`src/pkg/ast_defs.svh`:
```
// Register offsets, field positions, reset values and counts for the timer
`ifndef AST_DEFS_SVH
`define AST_DEFS_SVH

// ----------------------------------------------------------------------
// Register byte addresses
// ----------------------------------------------------------------------
`define AST_OFS_COUNT   8'h00
`define AST_OFS_COMPARE 8'h04
`define AST_OFS_CONTROL 8'h08
`define AST_OFS_STATUS  8'h0C
`define AST_OFS_FLAGS   8'h10

// ----------------------------------------------------------------------
// Field positions
// ----------------------------------------------------------------------
`define AST_BIT_ASYNC_SEL   3
`define AST_BIT_COUNT_BUSY  2
`define AST_BIT_CMP_BUSY    1
`define AST_BIT_CTL_BUSY    0
`define AST_BIT_CMP_FLAG    1
`define AST_BIT_OVF_FLAG    0
`define AST_CTL_COM_HI      5
`define AST_CTL_COM_LO      4
`define AST_CTL_CS_HI       2

// ----------------------------------------------------------------------
// Reset values and counts
// ----------------------------------------------------------------------
`define AST_RST_COMPARE     8'h00
`define AST_RST_CONTROL     8'h00
`define AST_RST_COUNT       8'h00
`define AST_COUNT_MAX       8'hFF
`define AST_XFER_EDGES      2'h2
`define AST_FLAG_SYNC_CYC   3

`endif

```
`src/pkg/ast_pkg.sv`:
```
// Types shared by the asynchronous timer register block
`default_nettype none
package ast_pkg;

  // Holding-register index
  typedef enum logic [1:0] {
    AST_H_COUNT = 2'b00,
    AST_H_CMP   = 2'b01,
    AST_H_CTL   = 2'b10
  } ast_hold_t;

  // Compare output action, non-PWM
  typedef enum logic [1:0] {
    AST_COM_OFF    = 2'b00,
    AST_COM_TOGGLE = 2'b01,
    AST_COM_CLEAR  = 2'b10,
    AST_COM_SET    = 2'b11
  } ast_com_t;

  typedef struct packed {
    logic [7:0]  count;
    logic [7:0]  cmp;
    logic [7:0]  ctl;
    logic [2:0][7:0] hold;
    logic [2:0]  pend;
    logic [2:0][1:0] edges;
    logic        async_sel;
    logic [7:0]  count_view;
    logic        blk;
    logic        cmp_flag;
    logic        ovf_flag;
    logic [2:0]  cmp_pipe;
    logic [2:0]  ovf_pipe;
    logic        osc_d;
    logic        oc_pin;
    logic        ack;
    logic [7:0]  rdata;
  } ast_state_t;

endpackage
`default_nettype wire

```
`src/design/ast_timer_sync.sv`:
```
// Asynchronous 8-bit timer registers, holding registers and busy flags
//
// Overview of operation
// Count reads and writes directly; a write blocks the next tick's match.
// Compare value checked against count each tick; match sets flag, pin.
// Status bit 3 picks the tick source: io clock or crystal input.
// Changing the clock source may corrupt all three; software rewrites.
// Async count write sets count busy bit 2 until loaded.
// Async compare write sets compare busy bit 1 until loaded.
// Async control write sets control busy bit 0 until loaded.
// Software must not write a register whose busy flag is set.
// Count read returns the synchronised copy; compare and control read holding copies.
// Software follows the documented sequence when switching clock source.
// Processor clock must exceed four times the crystal frequency.
// Each register has its own holding copy, loaded after two crystal edges.
// Compare matching is off while a count or compare write is pending.
// Software waits for pending writes before entering timer-wake sleep.
// Interrupt logic needs one crystal cycle to reset after wake-up.
// Oscillator runs in async mode except in power-down and standby.
// Software waits one second after power-up before using async timer.
// Wake-up starts on next timer tick, so count advances at least one.
// Count reads go through a copy refreshed on each rising crystal edge.
// Software writes compare or control and waits busy before reading count.
// Async flag synchronisation takes three cycles plus one timer tick.
// Compare output pin changes on the timer tick, not resynchronised.
// Flags clear on vector execution or on a written one.
// Busy bits and unused status bits are read-only.
//
// Register access over Avalon-MM and the address map were decided locally.
`default_nettype none
`include "ast_defs.svh"

module ast_timer_sync (
  // Clock and reset
  input  wire logic        clk,
  input  wire logic        nrst,
  // Avalon-MM slave
  input  wire logic [7:0]  address,
  input  wire logic        read,
  input  wire logic        write,
  input  wire logic [31:0] writedata,
  input  wire logic [3:0]  byteenable,
  output logic [31:0]      readdata,
  output logic [1:0]       response,
  output logic             waitrequest,
  // Crystal and sleep
  input  wire logic        crystal_osc_input,
  input  wire logic        sleep_osc_off,
  output logic             osc_enable,
  // Interrupt vector acknowledges
  input  wire logic        cmp_vector_ack,
  input  wire logic        ovf_vector_ack,
  // Timer outputs
  output logic             compare_match_flag,
  output logic             overflow_flag,
  output logic             compare_output_pin,
  output logic [7:0]       timer_control
);

  ast_pkg::ast_state_t s_r;
  ast_pkg::ast_state_t s_nxt;

  // --------------------------------------------------------------------
  // Bus decode
  // --------------------------------------------------------------------
  logic       req;
  logic       take;
  logic       wr;
  logic       mapped;
  logic       xedge;
  logic       tick;
  logic       run;
  logic       match;
  logic       ovf;
  logic [7:0] wbyte;

  assign req    = read | write;
  // Two-cycle access: request sampled, answer on the next edge
  assign take   = req & s_r.ack;
  assign wr     = write & ~s_r.ack & byteenable[0];
  assign wbyte  = writedata[7:0];
  assign mapped = (address == `AST_OFS_COUNT) |
                  (address == `AST_OFS_COMPARE) |
                  (address == `AST_OFS_CONTROL) |
                  (address == `AST_OFS_STATUS) |
                  (address == `AST_OFS_FLAGS);

  // --------------------------------------------------------------------
  // Tick source
  // --------------------------------------------------------------------
  // Crystal taken as synchronous input; processor clock must be >4x it
  assign xedge = crystal_osc_input & ~s_r.osc_d;
  assign tick  = s_r.async_sel ? xedge : 1'b1;
  assign run   = s_r.ctl[`AST_CTL_CS_HI:0] != 3'h0;
  // No match while a count or compare transfer is in flight
  assign match = tick & run & (s_r.count == s_r.cmp) & ~s_r.blk &
                 ~s_r.pend[ast_pkg::AST_H_COUNT] &
                 ~s_r.pend[ast_pkg::AST_H_CMP];
  assign ovf   = tick & run & (s_r.count == `AST_COUNT_MAX);

  always_comb begin
    s_nxt        = s_r;
    s_nxt.osc_d  = crystal_osc_input;
    s_nxt.ack    = req & ~s_r.ack;

    // ------------------------------------------------------------------
    // Counting and compare
    // ------------------------------------------------------------------
    if (tick & run) begin
      s_nxt.count = s_r.count + 8'h01;
      s_nxt.blk   = 1'b0;
    end
    if (match) begin
      unique case (ast_pkg::ast_com_t'(
          s_r.ctl[`AST_CTL_COM_HI:`AST_CTL_COM_LO]))
        ast_pkg::AST_COM_OFF:    s_nxt.oc_pin = s_r.oc_pin;
        ast_pkg::AST_COM_TOGGLE: s_nxt.oc_pin = ~s_r.oc_pin;
        ast_pkg::AST_COM_CLEAR:  s_nxt.oc_pin = 1'b0;
        ast_pkg::AST_COM_SET:    s_nxt.oc_pin = 1'b1;
      endcase
    end

    // Count view refreshed every cycle in sync mode, on each rising crystal edge in async mode; sleep_osc_off does not gate it
    if (!s_r.async_sel || xedge) begin
      s_nxt.count_view = s_nxt.count;
    end

    // ------------------------------------------------------------------
    // Holding-register transfer
    // ------------------------------------------------------------------
    for (int i = 0; i < 3; i++) begin
      if (s_r.pend[i] && xedge) begin
        s_nxt.edges[i] = s_r.edges[i] + 2'h1;
        if (s_r.edges[i] + 2'h1 == `AST_XFER_EDGES) begin
          s_nxt.pend[i]  = 1'b0;
          s_nxt.edges[i] = 2'h0;
          unique case (ast_pkg::ast_hold_t'(2'(i)))
            ast_pkg::AST_H_COUNT: begin
              s_nxt.count = s_r.hold[i];
              s_nxt.blk   = 1'b1;
            end
            ast_pkg::AST_H_CMP: s_nxt.cmp = s_r.hold[i];
            ast_pkg::AST_H_CTL: s_nxt.ctl = s_r.hold[i];
            default: s_nxt.ctl = s_r.ctl;
          endcase
        end
      end
    end

    // ------------------------------------------------------------------
    // Register writes
    // ------------------------------------------------------------------
    if (wr) begin
      unique case (address)
        `AST_OFS_COUNT: begin
          s_nxt.hold[ast_pkg::AST_H_COUNT] = wbyte;
          if (s_r.async_sel) begin
            s_nxt.pend[ast_pkg::AST_H_COUNT]  = 1'b1;
            s_nxt.edges[ast_pkg::AST_H_COUNT] = 2'h0;
          end else begin
            s_nxt.count = wbyte;
            s_nxt.blk   = 1'b1;
          end
        end
        `AST_OFS_COMPARE: begin
          s_nxt.hold[ast_pkg::AST_H_CMP] = wbyte;
          if (s_r.async_sel) begin
            s_nxt.pend[ast_pkg::AST_H_CMP]  = 1'b1;
            s_nxt.edges[ast_pkg::AST_H_CMP] = 2'h0;
          end else begin
            s_nxt.cmp = wbyte;
          end
        end
        `AST_OFS_CONTROL: begin
          s_nxt.hold[ast_pkg::AST_H_CTL] = wbyte;
          if (s_r.async_sel) begin
            s_nxt.pend[ast_pkg::AST_H_CTL]  = 1'b1;
            s_nxt.edges[ast_pkg::AST_H_CTL] = 2'h0;
          end else begin
            s_nxt.ctl = wbyte;
          end
        end
        `AST_OFS_STATUS: begin
          // Only the select bit is writable
          s_nxt.async_sel = wbyte[`AST_BIT_ASYNC_SEL];
          if (wbyte[`AST_BIT_ASYNC_SEL] != s_r.async_sel) begin
            // Transfers in flight are meaningless after a source change
            s_nxt.pend = 3'h0;
            s_nxt.edges = '0;
          end
        end
        `AST_OFS_FLAGS: begin
          if (wbyte[`AST_BIT_CMP_FLAG]) s_nxt.cmp_flag = 1'b0;
          if (wbyte[`AST_BIT_OVF_FLAG]) s_nxt.ovf_flag = 1'b0;
        end
        default: s_nxt.ack = s_nxt.ack;
      endcase
    end

    // ------------------------------------------------------------------
    // Flags; hardware set wins over any clear in the same cycle
    // ------------------------------------------------------------------
    if (cmp_vector_ack) s_nxt.cmp_flag = 1'b0;
    if (ovf_vector_ack) s_nxt.ovf_flag = 1'b0;
    s_nxt.cmp_pipe = {s_r.cmp_pipe[1:0], match};
    s_nxt.ovf_pipe = {s_r.ovf_pipe[1:0], ovf};
    if (s_r.async_sel) begin
      // Crossing into processor domain costs three cycles
      if (s_r.cmp_pipe[`AST_FLAG_SYNC_CYC-1]) s_nxt.cmp_flag = 1'b1;
      if (s_r.ovf_pipe[`AST_FLAG_SYNC_CYC-1]) s_nxt.ovf_flag = 1'b1;
    end else begin
      if (match) s_nxt.cmp_flag = 1'b1;
      if (ovf)   s_nxt.ovf_flag = 1'b1;
    end

    // ------------------------------------------------------------------
    // Read data, captured in the request cycle
    // ------------------------------------------------------------------
    s_nxt.rdata = 8'h00;
    if (read & ~s_r.ack) begin
      unique case (address)
        `AST_OFS_COUNT:   s_nxt.rdata = s_r.count_view;
        `AST_OFS_COMPARE: s_nxt.rdata = s_r.async_sel ?
                          s_r.hold[ast_pkg::AST_H_CMP] : s_r.cmp;
        `AST_OFS_CONTROL: s_nxt.rdata = s_r.async_sel ?
                          s_r.hold[ast_pkg::AST_H_CTL] : s_r.ctl;
        `AST_OFS_STATUS:  s_nxt.rdata = {4'h0, s_r.async_sel,
                          s_r.pend[ast_pkg::AST_H_COUNT],
                          s_r.pend[ast_pkg::AST_H_CMP],
                          s_r.pend[ast_pkg::AST_H_CTL]};
        `AST_OFS_FLAGS:   s_nxt.rdata = {6'h00, s_r.cmp_flag,
                          s_r.ovf_flag};
        default:          s_nxt.rdata = 8'h00;
      endcase
    end
  end

  always_ff @(posedge clk or negedge nrst) begin
    if (!nrst) begin
      s_r       <= '0;
      s_r.cmp   <= `AST_RST_COMPARE;
      s_r.ctl   <= `AST_RST_CONTROL;
      s_r.count <= `AST_RST_COUNT;
    end else begin
      s_r <= s_nxt;
    end
  end

  // --------------------------------------------------------------------
  // Outputs
  // --------------------------------------------------------------------
  logic err_r;
  always_ff @(posedge clk or negedge nrst) begin
    if (!nrst) begin
      err_r <= 1'b0;
    end else begin
      err_r <= req & ~s_r.ack & ~mapped;
    end
  end

  assign waitrequest        = req & ~s_r.ack;
  assign readdata           = {24'h00_0000, s_r.rdata};
  // Unmapped address answers with a slave error
  assign response           = (take & err_r) ? 2'b10 : 2'b00;
  // Oscillator runs only in async mode, and stops there in power-down and standby
  assign osc_enable         = s_r.async_sel & ~sleep_osc_off;
  assign compare_match_flag = s_r.cmp_flag;
  assign overflow_flag      = s_r.ovf_flag;
  assign compare_output_pin = s_r.oc_pin;
  assign timer_control      = s_r.ctl;

endmodule
`default_nettype wire

```
`config.mk`:
```
export PLATFORM = sky130hd
export DESIGN_NAME = ast_timer_sync
export DESIGN_NICKNAME = d
export VERILOG_FILES = /design/src/pkg/ast_pkg.sv /design/src/design/ast_timer_sync.sv
export VERILOG_INCLUDE_DIRS = /design/src /design/src/pkg
export SDC_FILE = /design/constraint.sdc
export NUM_CORES = 1
export LEC_CHECK = 0
export BUFFER_PORTS_ARGS = -buffer_cell sky130_fd_sc_hd__buf_2
export CAP_MARGIN = 0
export CORE_MARGIN = 2
export CORE_UTILIZATION = 41
export DETAILED_ROUTE_END_ITERATION = 8
export PLACE_DENSITY_LB_ADDON = 0.2
export SLEW_MARGIN = 20
export SYNTH_ARGS = -nofsm -noshare
export SYNTH_HDL_FRONTEND = slang
export SYNTH_SLANG_ARGS = --single-unit
```
`constraint.sdc`:
```
create_clock -name clk -period 1.7 [get_ports clk]
set_input_delay 0.34 -clock clk [delete_from_list [all_inputs] [get_ports clk]]
set_output_delay 0.34 -clock clk [all_outputs]
set_load 0.02 [all_outputs]
```
==> results of run 1 <==
[cell type report]
type / count / area, um2 / area share
clock buffer: 9 / 124 / 0.0227
clock inverter: 7 / 60.1 / 0.0110
inverter: 5 / 18.8 / 0.00344
multi-input combinational: 320 / 2200 / 0.403
sequential: 87 / 2180 / 0.399
tap: 140 / 175 / 0.0321
timing repair buffer: 101 / 706 / 0.129
[layout by cell type, fill, tap and decap left out, types with 3 or more instances in the layout]
| cell type | instances |
|---|---|
| dfrtp_1 | 86 |
| buf_4 | 51 |
| buf_2 | 44 |
| nand2_1 | 35 |
| nor2_1 | 33 |
| o21ai_0 | 32 |
| mux2_2 | 30 |
| mux2i_1 | 26 |
| conb_1 | 25 |
| a21oi_1 | 17 |
| xor2_1 | 13 |
| a22oi_1 | 9 |
| clkbuf_8 | 9 |
| and3_1 | 7 |
| xnor2_1 | 7 |
| or3_1 | 6 |
| nor3_2 | 5 |
| inv_1 | 5 |
| o2bb2ai_1 | 5 |
| nor3_1 | 5 |
| a211oi_1 | 4 |
| nand3_1 | 4 |
| nor2b_1 | 4 |
| nand3b_1 | 4 |
| nand4_1 | 4 |
| buf_12 | 4 |
| nand2b_1 | 3 |
| nor4_1 | 3 |
| o22ai_1 | 3 |
| clkinvlp_4 | 3 |
| inv_6 | 3 |
[power by group through the flow]
stage | sequential, uW | clock [uW] | combinational, uW
after floorplan | 2310 | 0 | 400
after detailed placement | 2320 | 0 | 625
after CTS | 2270 | 1440 | 633
after global placement | 2310 | 0 | 616
final | 2280 | 1380 | 633
after global routing | 2300 | 1520 | 703
[kinds of logic (layout without fill, tap and decap cells)]
logic type                 count (synthesis)  count (layout)  synth area share
AOI/OAI and AO/OA                         83              83             0.109
xor gates and xnor gates                  20              20            0.0381
adders and majority gates                  1               1           0.00272
buffers and inverters                     64             122            0.0890
DFF                                       87              87             0.473
muxes                                     56              56             0.130
other                                      1              25          0.000816
and+or+nand+nor                          135             135             0.157
[what timing repair did]
item,in CTS,in global routing
setup endpoints to repair,5,18
resized for setup,2,13
buffers inserted,3,2
[state kept, by name, summed over array words and instances (netlist names)]
register / flops
s_nxt: 4
compare_output_pin: 1
overflow_flag: 1
s_r: 63
err_r: 1
readdata: 8
timer_control: 8
compare_match_flag: 1
[stage by stage]
stage                     cells  area [um2]  hold WS (ps)  setup slack [ps]   util
final                       669        5460         -4.72              8.60  0.501
after global routing        669        5460          13.5             -28.5  0.501
after CTS                   667        5390          10.9              19.2  0.495
after detailed placement    648        5180           336              -302  0.475
after global placement      648        5180           333              -278  0.475
after floorplan             471        4760          44.4              -111      -
[path summary, 6_finish.rpt]
check                                            from                       to  slack (ps)  depth (start not counted)
setup / recovery           timer_control[0]$_DFF_PN0_  overflow_flag$_DFF_PN0_           9                          7
hold / removal                                   nrst        s_r[10]$_DFF_PN0_          -5                          2
setup reg to reg           timer_control[0]$_DFF_PN0_  overflow_flag$_DFF_PN0_           9                          7
hold reg to reg                   s_nxt[13]$_DFF_PN0_        s_r[13]$_DFF_PN0_         360                          0
max in group asynchronous                        nrst        s_r[29]$_DFF_PN0_        1330                          2
min in group clk                    crystal_osc_input        s_r[10]$_DFF_PN0_         140                          1
[metal layers]
layer / vias to the layer above / share of wire / GRT usage
li1: 1665 / - / -
met1: 1696 / 0.48 / 0.259
met2: 65 / 0.47 / 0.312
met3: 13 / 0.036 / 0.0415
met4: 0 / 0.015 / 0.0506
met5: - / 0 / 0
==> flow_metrics.tcl, run 1 <==
set metrics [dict create \
    hold_class "input pin to async pin" \
    combPwrFrac 0.148 \
    p_total_uw 4290 \
    cp_num_buf_inv 2 \
    crit_path_start_kind "flip-flop" \
    wl_per_cell_um 16.4 \
    io_buffer_count 46 \
    period_share 0.995 \
    die_w_um 110 \
    drt_iter0_drc 200 \
    grt_pass1_vias 3444 \
    clock-root-buffer "clkbuf_8" \
    fin_nets 577 \
    rows 38 \
    whs_ps -4.72 \
    max_stage_delay_ps 410 \
    cts.sinks 87 \
    drv_slew 0 \
    p_int_uw 3010 \
    fmax_ghz 0.591 \
    drive_gt1_frac 0.329 \
    cts-buffers-inserted 9 \
    yosys_warnings 0 \
    clkPwrFrac 0.322 \
    p_switching_uw 1280 \
    ys_top_cells_by_area "dfrtp_1 47%, mux2_2 7.3%, buf_4 6.7%, mux2i_1 5.7%, o21ai_0 3.5%" \
    seqPwrFrac 0.530 \
    status "complete, but fails checks" \
    grt_pass1_wl_um 17600 \
    clkLatencyLatePin_ps 370 \
    synthTopCellsByCount "87 x dfrtp_1, 41 x buf_4, 37 x nand2_1, 33 x nor2_1, 32 x o21ai_0" \
    path_clk_slew_ps 90 \
    synth_area_mm2 0.00460 \
    h-tree-depth 3 \
    setup_tns_ps 0 \
    setup_viol_count_final 0 \
    worst_setup_path_end_kind "flip-flop" \
    synth_top_area_share 0.473 \
    cp.required_ps 1950 \
    synthToLayoutAreaGrowth_pct 18.7 \
    ys_ff_latch 87 \
    drv_cap 0 \
    cts_hold_buf 0 \
    cpMaxStageDelayCell "dfrtp_1" \
    die_area_mm2 0.0121 \
    first_pass_iters 4 \
    ir_worst_vdd_uv 484 \
    ys.flop_type "dfrtp_1" \
    route.detailed.drc 0 \
    cts_tree "built" \
    violations "negative hold slack" \
    post-route-min-period_ps 1690 \
    gp_congestion 0.849 \
    grt_max_degree 88 \
    synth.avg_cell_area_um2 10.3 \
    synthesis.instances 447 \
    clk_path_buf_depth 2 \
    fillers 1000 \
    critPathMaxFanout 4 \
    fin_skew_ps 15.5 \
    num_antenna_cells 0 \
    post_synth_num_cell_types 51 \
    grt_antenna_before_repair 0 \
    synth_edf_count 0 \
    io_pins 99 \
    path_common_cell "buf_4" \
    critPathArrivalTime_ps 1940 \
    finalHoldViolations 5 \
    synth.most_common_cell "dfrtp_1" \
    power_density_mw_per_mm2 786 \
    design.core.area_mm2 0.0109 \
    ys_seq_area_frac 0.473 \
    start_util 0.422 \
    path_class "flip-flop to flip-flop" \
    ys_async_sr_fraction 1.00 \
    power.leakage_uw 0.00257 \
    worstPathCellList "nor3_2, buf_4, a211oi_1, buf_4, and3_2, nor2b_1, a211o_1" \
    post-dp-hpwl_um 7950 \
    viasPerCell 5.14 \
    die_h_um 110 \
    critPathTopFamily "simple AND/OR/NAND/NOR gates" \
    grt_usage 0.192 \
    synth_top_area_cell "dfrtp_1" \
    power.switching_fraction 0.298 \
    vias 3439 \
    wirelength_um 11000 \
    antenna_left 0 \
    overflow 0 \
]
Power figures use the tool's default switching activity.
==> run 2, diff against run 1 <==
--- a/config.mk
+++ b/config.mk
@@ -12,6 +12,7 @@
 export CORE_UTILIZATION = 41
 export DETAILED_ROUTE_END_ITERATION = 8
 export PLACE_DENSITY_LB_ADDON = 0.2
+export RECOVER_POWER = 50
 export SLEW_MARGIN = 20
 export SYNTH_ARGS = -nofsm -noshare
 export SYNTH_HDL_FRONTEND = slang
==> run 2 against run 1 <==
The flow now finishes without violations. Non-clock buffer count is the same. Cell count is the same. Count of clock-buffer cells in the layout is the same. Register-to-register slack is essentially flat. Global-route usage is the same. Via count is essentially flat. Sequential cell count is the same. Critical endpoint unchanged. Largest power group unchanged. Highest routed layer unchanged.
==> flow_metrics.tcl, run 2 (synthesis gave the netlist of run 1 again) <==
set metrics [dict create \
    status "finished clean" \
    path_common_cell "buf_4" \
    rows 38 \
    viasPerCell 5.14 \
    hold_class "input pin to flip-flop" \
    cts_hold_buf 0 \
    vias 3437 \
    clkLatencyLatePin_ps 370 \
    route.detailed.drc 0 \
    power_density_mw_per_mm2 788 \
    critPathMaxFanout 4 \
    largest_reg_flops 63 \
    critPathArrivalTime_ps 1940 \
    grt_usage 0.192 \
    crit_start "timer_control[0]$_DFF_PN0_" \
    worst_slew_pin_slew_ps 1220 \
    post-route-min-period_ps 1690 \
    fmax_ghz 0.591 \
    finalHoldViolations 0 \
    layout.cells.non_filler 669 \
    ir_worst_vdd_uv 484 \
    start_util 0.422 \
    hp-start "crystal_osc_input" \
    regMostFlops "s_r" \
    clk_path_buf_depth 2 \
    worstPathCellList "nor3_2, buf_4, a211oi_1, buf_4, and3_2, nor2b_1, a211o_1" \
    ff2ff_setup_slack_ps 9 \
    cts.sinks 87 \
    die_w_um 110 \
    grt_antenna_before_repair 0 \
    fin_skew_ps 15.5 \
    layout_common_cells "86 x dfrtp_1, 50 x buf_4, 40 x buf_2, 35 x nand2_1, 33 x nor2_1" \
    final_cell_area_mm2 0.00544 \
    critPathTopFamily "simple AND/OR/NAND/NOR gates" \
    cp_num_buf_inv 2 \
    design.core.area_mm2 0.0109 \
    drv_cap 0 \
    cpMaxStageDelayCell "dfrtp_1" \
    overflow 0 \
    final_common_cell "dfrtp_1" \
    die_area_mm2 0.0121 \
    path_clk_slew_ps 90 \
    wirelength_um 11000 \
    drive_gt1_frac 0.321 \
    drt_iter0_drc 200 \
    grt_pass1_vias 3444 \
    wl_per_cell_um 16.4 \
    die_h_um 110 \
    fin_nets 577 \
    h-tree-depth 3 \
    power.leakage_uw 0.00255 \
    whs_ps 158 \
    slew_headroom 0.185 \
    setup_viol_count_final 0 \
    cp.required_ps 1950 \
    drv_slew 0 \
    worst_setup_path_end_kind "flip-flop" \
    synthToLayoutAreaGrowth_pct 18.4 \
    cts_tree "built" \
    clock-root-buffer "clkbuf_8" \
    placed_area_mm2 0.00518 \
    path_class "flip-flop to flip-flop" \
    period_share 0.995 \
    post-dp-hpwl_um 7950 \
    first_pass_iters 4 \
    p_total_uw 4290 \
    crit_path_start_kind "flip-flop" \
    cts-buffers-inserted 9 \
    r2r_start "timer_control[0]$_DFF_PN0_" \
    io_buffer_count 46 \
    gp_congestion 0.849 \
    antenna_left 0 \
    num_antenna_cells 0 \
    dp_cells 648 \
    grt_pass1_wl_um 17600 \
    io_pins 99 \
    grt_max_degree 88 \
    max_stage_delay_ps 410 \
]
run 2: cell count changes in the layout (fill, tap and decap cells not counted):
cell	delta
buf_12	-1
buf_2	-4
buf_4	-1
clkbuf_1	+4
clkbuf_4	+2
run 2: final cells by class:
cell class              instances  area [um2]
well taps                     140         175
flip-flops and latches         87        2180
fillers                      1006        5450
multi-input cells             320        2200
clock buffers                   9         124
repair buffers                101         688
inverters                       5        18.8
clock inverters                 7        60.1
run 2: path summary, 6_finish.rpt:
kind / endpoint / depth (start not counted)
worst max-delay path: overflow_flag$_DFF_PN0_ / 7
worst max register to register: overflow_flag$_DFF_PN0_ / 7
max in group asynchronous: s_r[28]$_DFFE_PN0P_ / 2
worst min-delay path: s_r[10]$_DFF_PN0_ / 1
worst min register to register: s_r[13]$_DFF_PN0_ / 0
min in group asynchronous: s_r[10]$_DFF_PN0_ / 2
run 2: stage by stage:
stage          utilization  setup TNS [ps]  worst slack (ps)
2_1_floorplan            -           -1060              -111
3_3_place_gp         0.475           -8490              -278
3_5_place_dp         0.475           -8800              -302
4_1_cts              0.495               0              19.2
5_1_grt              0.500           -28.5             -28.5
6_report             0.500               0              8.64
run 2: timing repair:
item	4_1_cts	5_1_grt
endpoints found under the setup margin	5	18
buffers inserted	3	2
gates resized for setup	2	13
run 2: report_power, final:
group	internal, uW	switching [uW]	leakage (uW)	total (uW)
clock network	556	827	0.0000848	1380
logic	266	362	0.00129	629
registers	2180	90.7	0.00118	2280
run 2: metal layers:
layer	wire, um	vias to the layer above	share of wire	global-route usage
met5	0	-	0	0
met4	163	0	0.015	0.0506
met1	5230	1694	0.48	0.259
met2	5160	65	0.47	0.312
li1	-	1665	-	-
met3	395	13	0.036	0.0415
run 2: worst reg2reg max path, stage by stage (launching register included):
cell      delay, ps
dfrtp_1         410
nor3_2          200
buf_4           160
a211oi_1         60
buf_4           160
and3_2          230
nor2b_1         130
a211o_1         230
==> run 3, diff against run 2 <==
--- a/config.mk
+++ b/config.mk
@@ -8,8 +8,10 @@
 export LEC_CHECK = 0
 export BUFFER_PORTS_ARGS = -buffer_cell sky130_fd_sc_hd__buf_2
 export CAP_MARGIN = 0
+export CELL_PAD_IN_SITES_DETAIL_PLACEMENT = 1
+export CELL_PAD_IN_SITES_GLOBAL_PLACEMENT = 2
 export CORE_MARGIN = 2
-export CORE_UTILIZATION = 41
+export CORE_UTILIZATION = 31
 export DETAILED_ROUTE_END_ITERATION = 8
 export PLACE_DENSITY_LB_ADDON = 0.2
 export RECOVER_POWER = 50
==> run 3 against run 2 <==
Via count grew 1.0%. Final area is 3.7% higher. Sequential cell count unchanged. Count of clock-buffer cells in the layout increased by 2. Power is 14% higher.
==> flow_metrics.tcl, run 3 (synthesis gave the netlist of run 1 again) <==
set metrics [dict create \
    power.switching_fraction 0.276 \
    vias 3473 \
    cts_tree "built" \
    largest_reg_flops 63 \
    ff2ff_setup_slack_ps 90 \
    grt_usage 0.165 \
    synthToLayoutAreaGrowth_pct 22.7 \
    drv_slew 0 \
    drv_cap 0 \
    clkPwrFrac 0.396 \
    power.leakage_uw 0.00262 \
    path_class "input pin to flip-flop" \
    worst_slew_pin_slew_ps 877 \
    die_w_um 126 \
    ff2ff_path_depth 7 \
    dp_slack_ps -385 \
    gp_congestion 0.770 \
    setup_viol_count_final 0 \
    overflow 0 \
    critPathMaxFanout 5 \
    period_share 0.992 \
    regMostFlops "s_r" \
    fin_skew_ps 9.01 \
    critPathArrivalTime_ps 1960 \
    design.core.area_mm2 0.0145 \
    path_clk_slew_ps 70 \
    combPwrFrac 0.135 \
    h-tree-depth 3 \
    cts-buffers-inserted 9 \
    p_total_uw 4890 \
    start_util 0.316 \
    rows 44 \
    ir_worst_vdd_uv 458 \
    power_density_mw_per_mm2 867 \
    antenna_left 0 \
    seqCellArea_mm2 0.00218 \
    clock-root-buffer "clkbuf_16" \
    grt_pass1_wl_um 20600 \
    slew_headroom 0.415 \
    drt_iter0_drc 151 \
    grt_pass1_vias 3766 \
    hold_class "input pin to flip-flop" \
    p_switching_uw 1350 \
    seqPwrFrac 0.469 \
    grt_antenna_before_repair 0 \
    crit_start "address[2]" \
    layout_common_cells "86 x dfrtp_1, 50 x buf_4, 44 x buf_2, 34 x nand2_1, 33 x nor2_1" \
    num_antenna_cells 0 \
    fillers 1633 \
    status "finished clean" \
    die_area_mm2 0.0158 \
    io_pins 99 \
    wl_per_cell_um 17.7 \
    worst_slack_ps 13.8 \
    cts.sinks 87 \
    post-route-min-period_ps 1690 \
    final_common_cell "dfrtp_1" \
    io_buffer_count 46 \
    finalHoldViolations 0 \
    die_h_um 126 \
    r2r-end "overflow_flag$_DFF_PN0_" \
    post-dp-hpwl_um 9470 \
    cp.required_ps 1970 \
    fmax_ghz 0.593 \
    r2r_start "timer_control[0]$_DFF_PN0_" \
    drive_gt1_frac 0.331 \
    rsz0062_at_grt "true" \
    grt_max_degree 76 \
    critPathCapture "s_r[85]$_DFF_PN0_" \
    fin_nets 582 \
    wirelength_um 12700 \
    worst_setup_path_end_kind "flip-flop" \
    clkLatencyLatePin_ps 350 \
    first_pass_iters 4 \
    clk_path_buf_depth 2 \
    crit_path_start_kind "input pin" \
    p_int_uw 3550 \
    route.detailed.drc 0 \
    viasPerCell 4.84 \
    multiInputGateArea_mm2 0.00222 \
    whs_ps 175 \
]
[run 3: cell types whose count changed in the layout (fill, tap and decap cells not counted), moves of 2 or more]
cell,before,now
clkbuf_8,9,2
buf_2,40,44
clkinvlp_4,3,1
buf_6,2,6
clkbuf_16,0,9
o21ai_0,32,30
buf_12,3,1
o21ai_1,0,2
clkbuf_4,2,0
[run 3: critical path: stages]
cell	delay, ps
buf_2	110
or4_4	540
buf_6	140
nor4_4	200
buf_4	190
buf_6	130
or3_1	100
o21ai_0	80
a21oi_1	140
[run 3: stage by stage]
step / util / cell area, um2 / TNS (ps) / instances
detailed placement: 0.358 / 5210 / -11530 / 694
global placement: 0.358 / 5210 / -10550 / 694
global route: 0.388 / 5640 / -1160 / 718
CTS: 0.381 / 5540 / 0 / 712
finish: 0.388 / 5640 / 0 / 718
floorplan: - / 4760 / -1060 / 471
[run 3: how the worst min path moves through the flow]
stage / start / to / slack [ps] / cells after the start
final: crystal_osc_input / s_r[10]$_DFF_PN0_ / 170 / 1
after detailed placement: nrst / s_r[10]$_DFF_PN0_ / 210 / 1
after CTS: crystal_osc_input / s_r[10]$_DFF_PN0_ / 110 / 1
after global placement: nrst / s_r[10]$_DFF_PN0_ / 210 / 1
after floorplan: nrst / compare_match_flag$_DFF_PN0_ / 40 / 0
after global routing: crystal_osc_input / s_r[10]$_DFF_PN0_ / 170 / 1
[run 3: timing repair]
action | 4_1_cts | 5_1_grt
endpoints found under the setup margin | 14 | 51
gates resized for setup | 4 | 21
pin swaps | 2 | 3
hold endpoints to repair | 12 | 0
gates cloned | 0 | 1
setup buffers | 1 | 5
hold buffers | 1 | 0
[run 3: power by group through the flow]
stage | Combinational [uW] | Sequential [uW] | Clock [uW]
after floorplan | 400 | 2310 | 0
after global placement | 625 | 2330 | 0
after detailed placement | 639 | 2340 | 0
after CTS | 647 | 2300 | 2010
after global routing | 735 | 2310 | 2100
final | 661 | 2300 | 1940
[run 3: final cells by class]
type,count,share of cell area
well taps,184,0.0408
clock buffers,11,0.0448
repair buffers,106,0.125
clock inverters,5,0.00687
inverters,5,0.00333
flip-flops and latches,87,0.386
multi-input cells,320,0.393
[run 3: routing by layer]
layer / GRT usage / routed length [um] / up-vias
li1: - / - / 1670
met1: 0.218 / 5990 / 1752
met2: 0.279 / 6260 / 41
met3: 0.0314 / 306 / 10
met4: 0.0472 / 135 / 0
met5: 0 / 0 / -
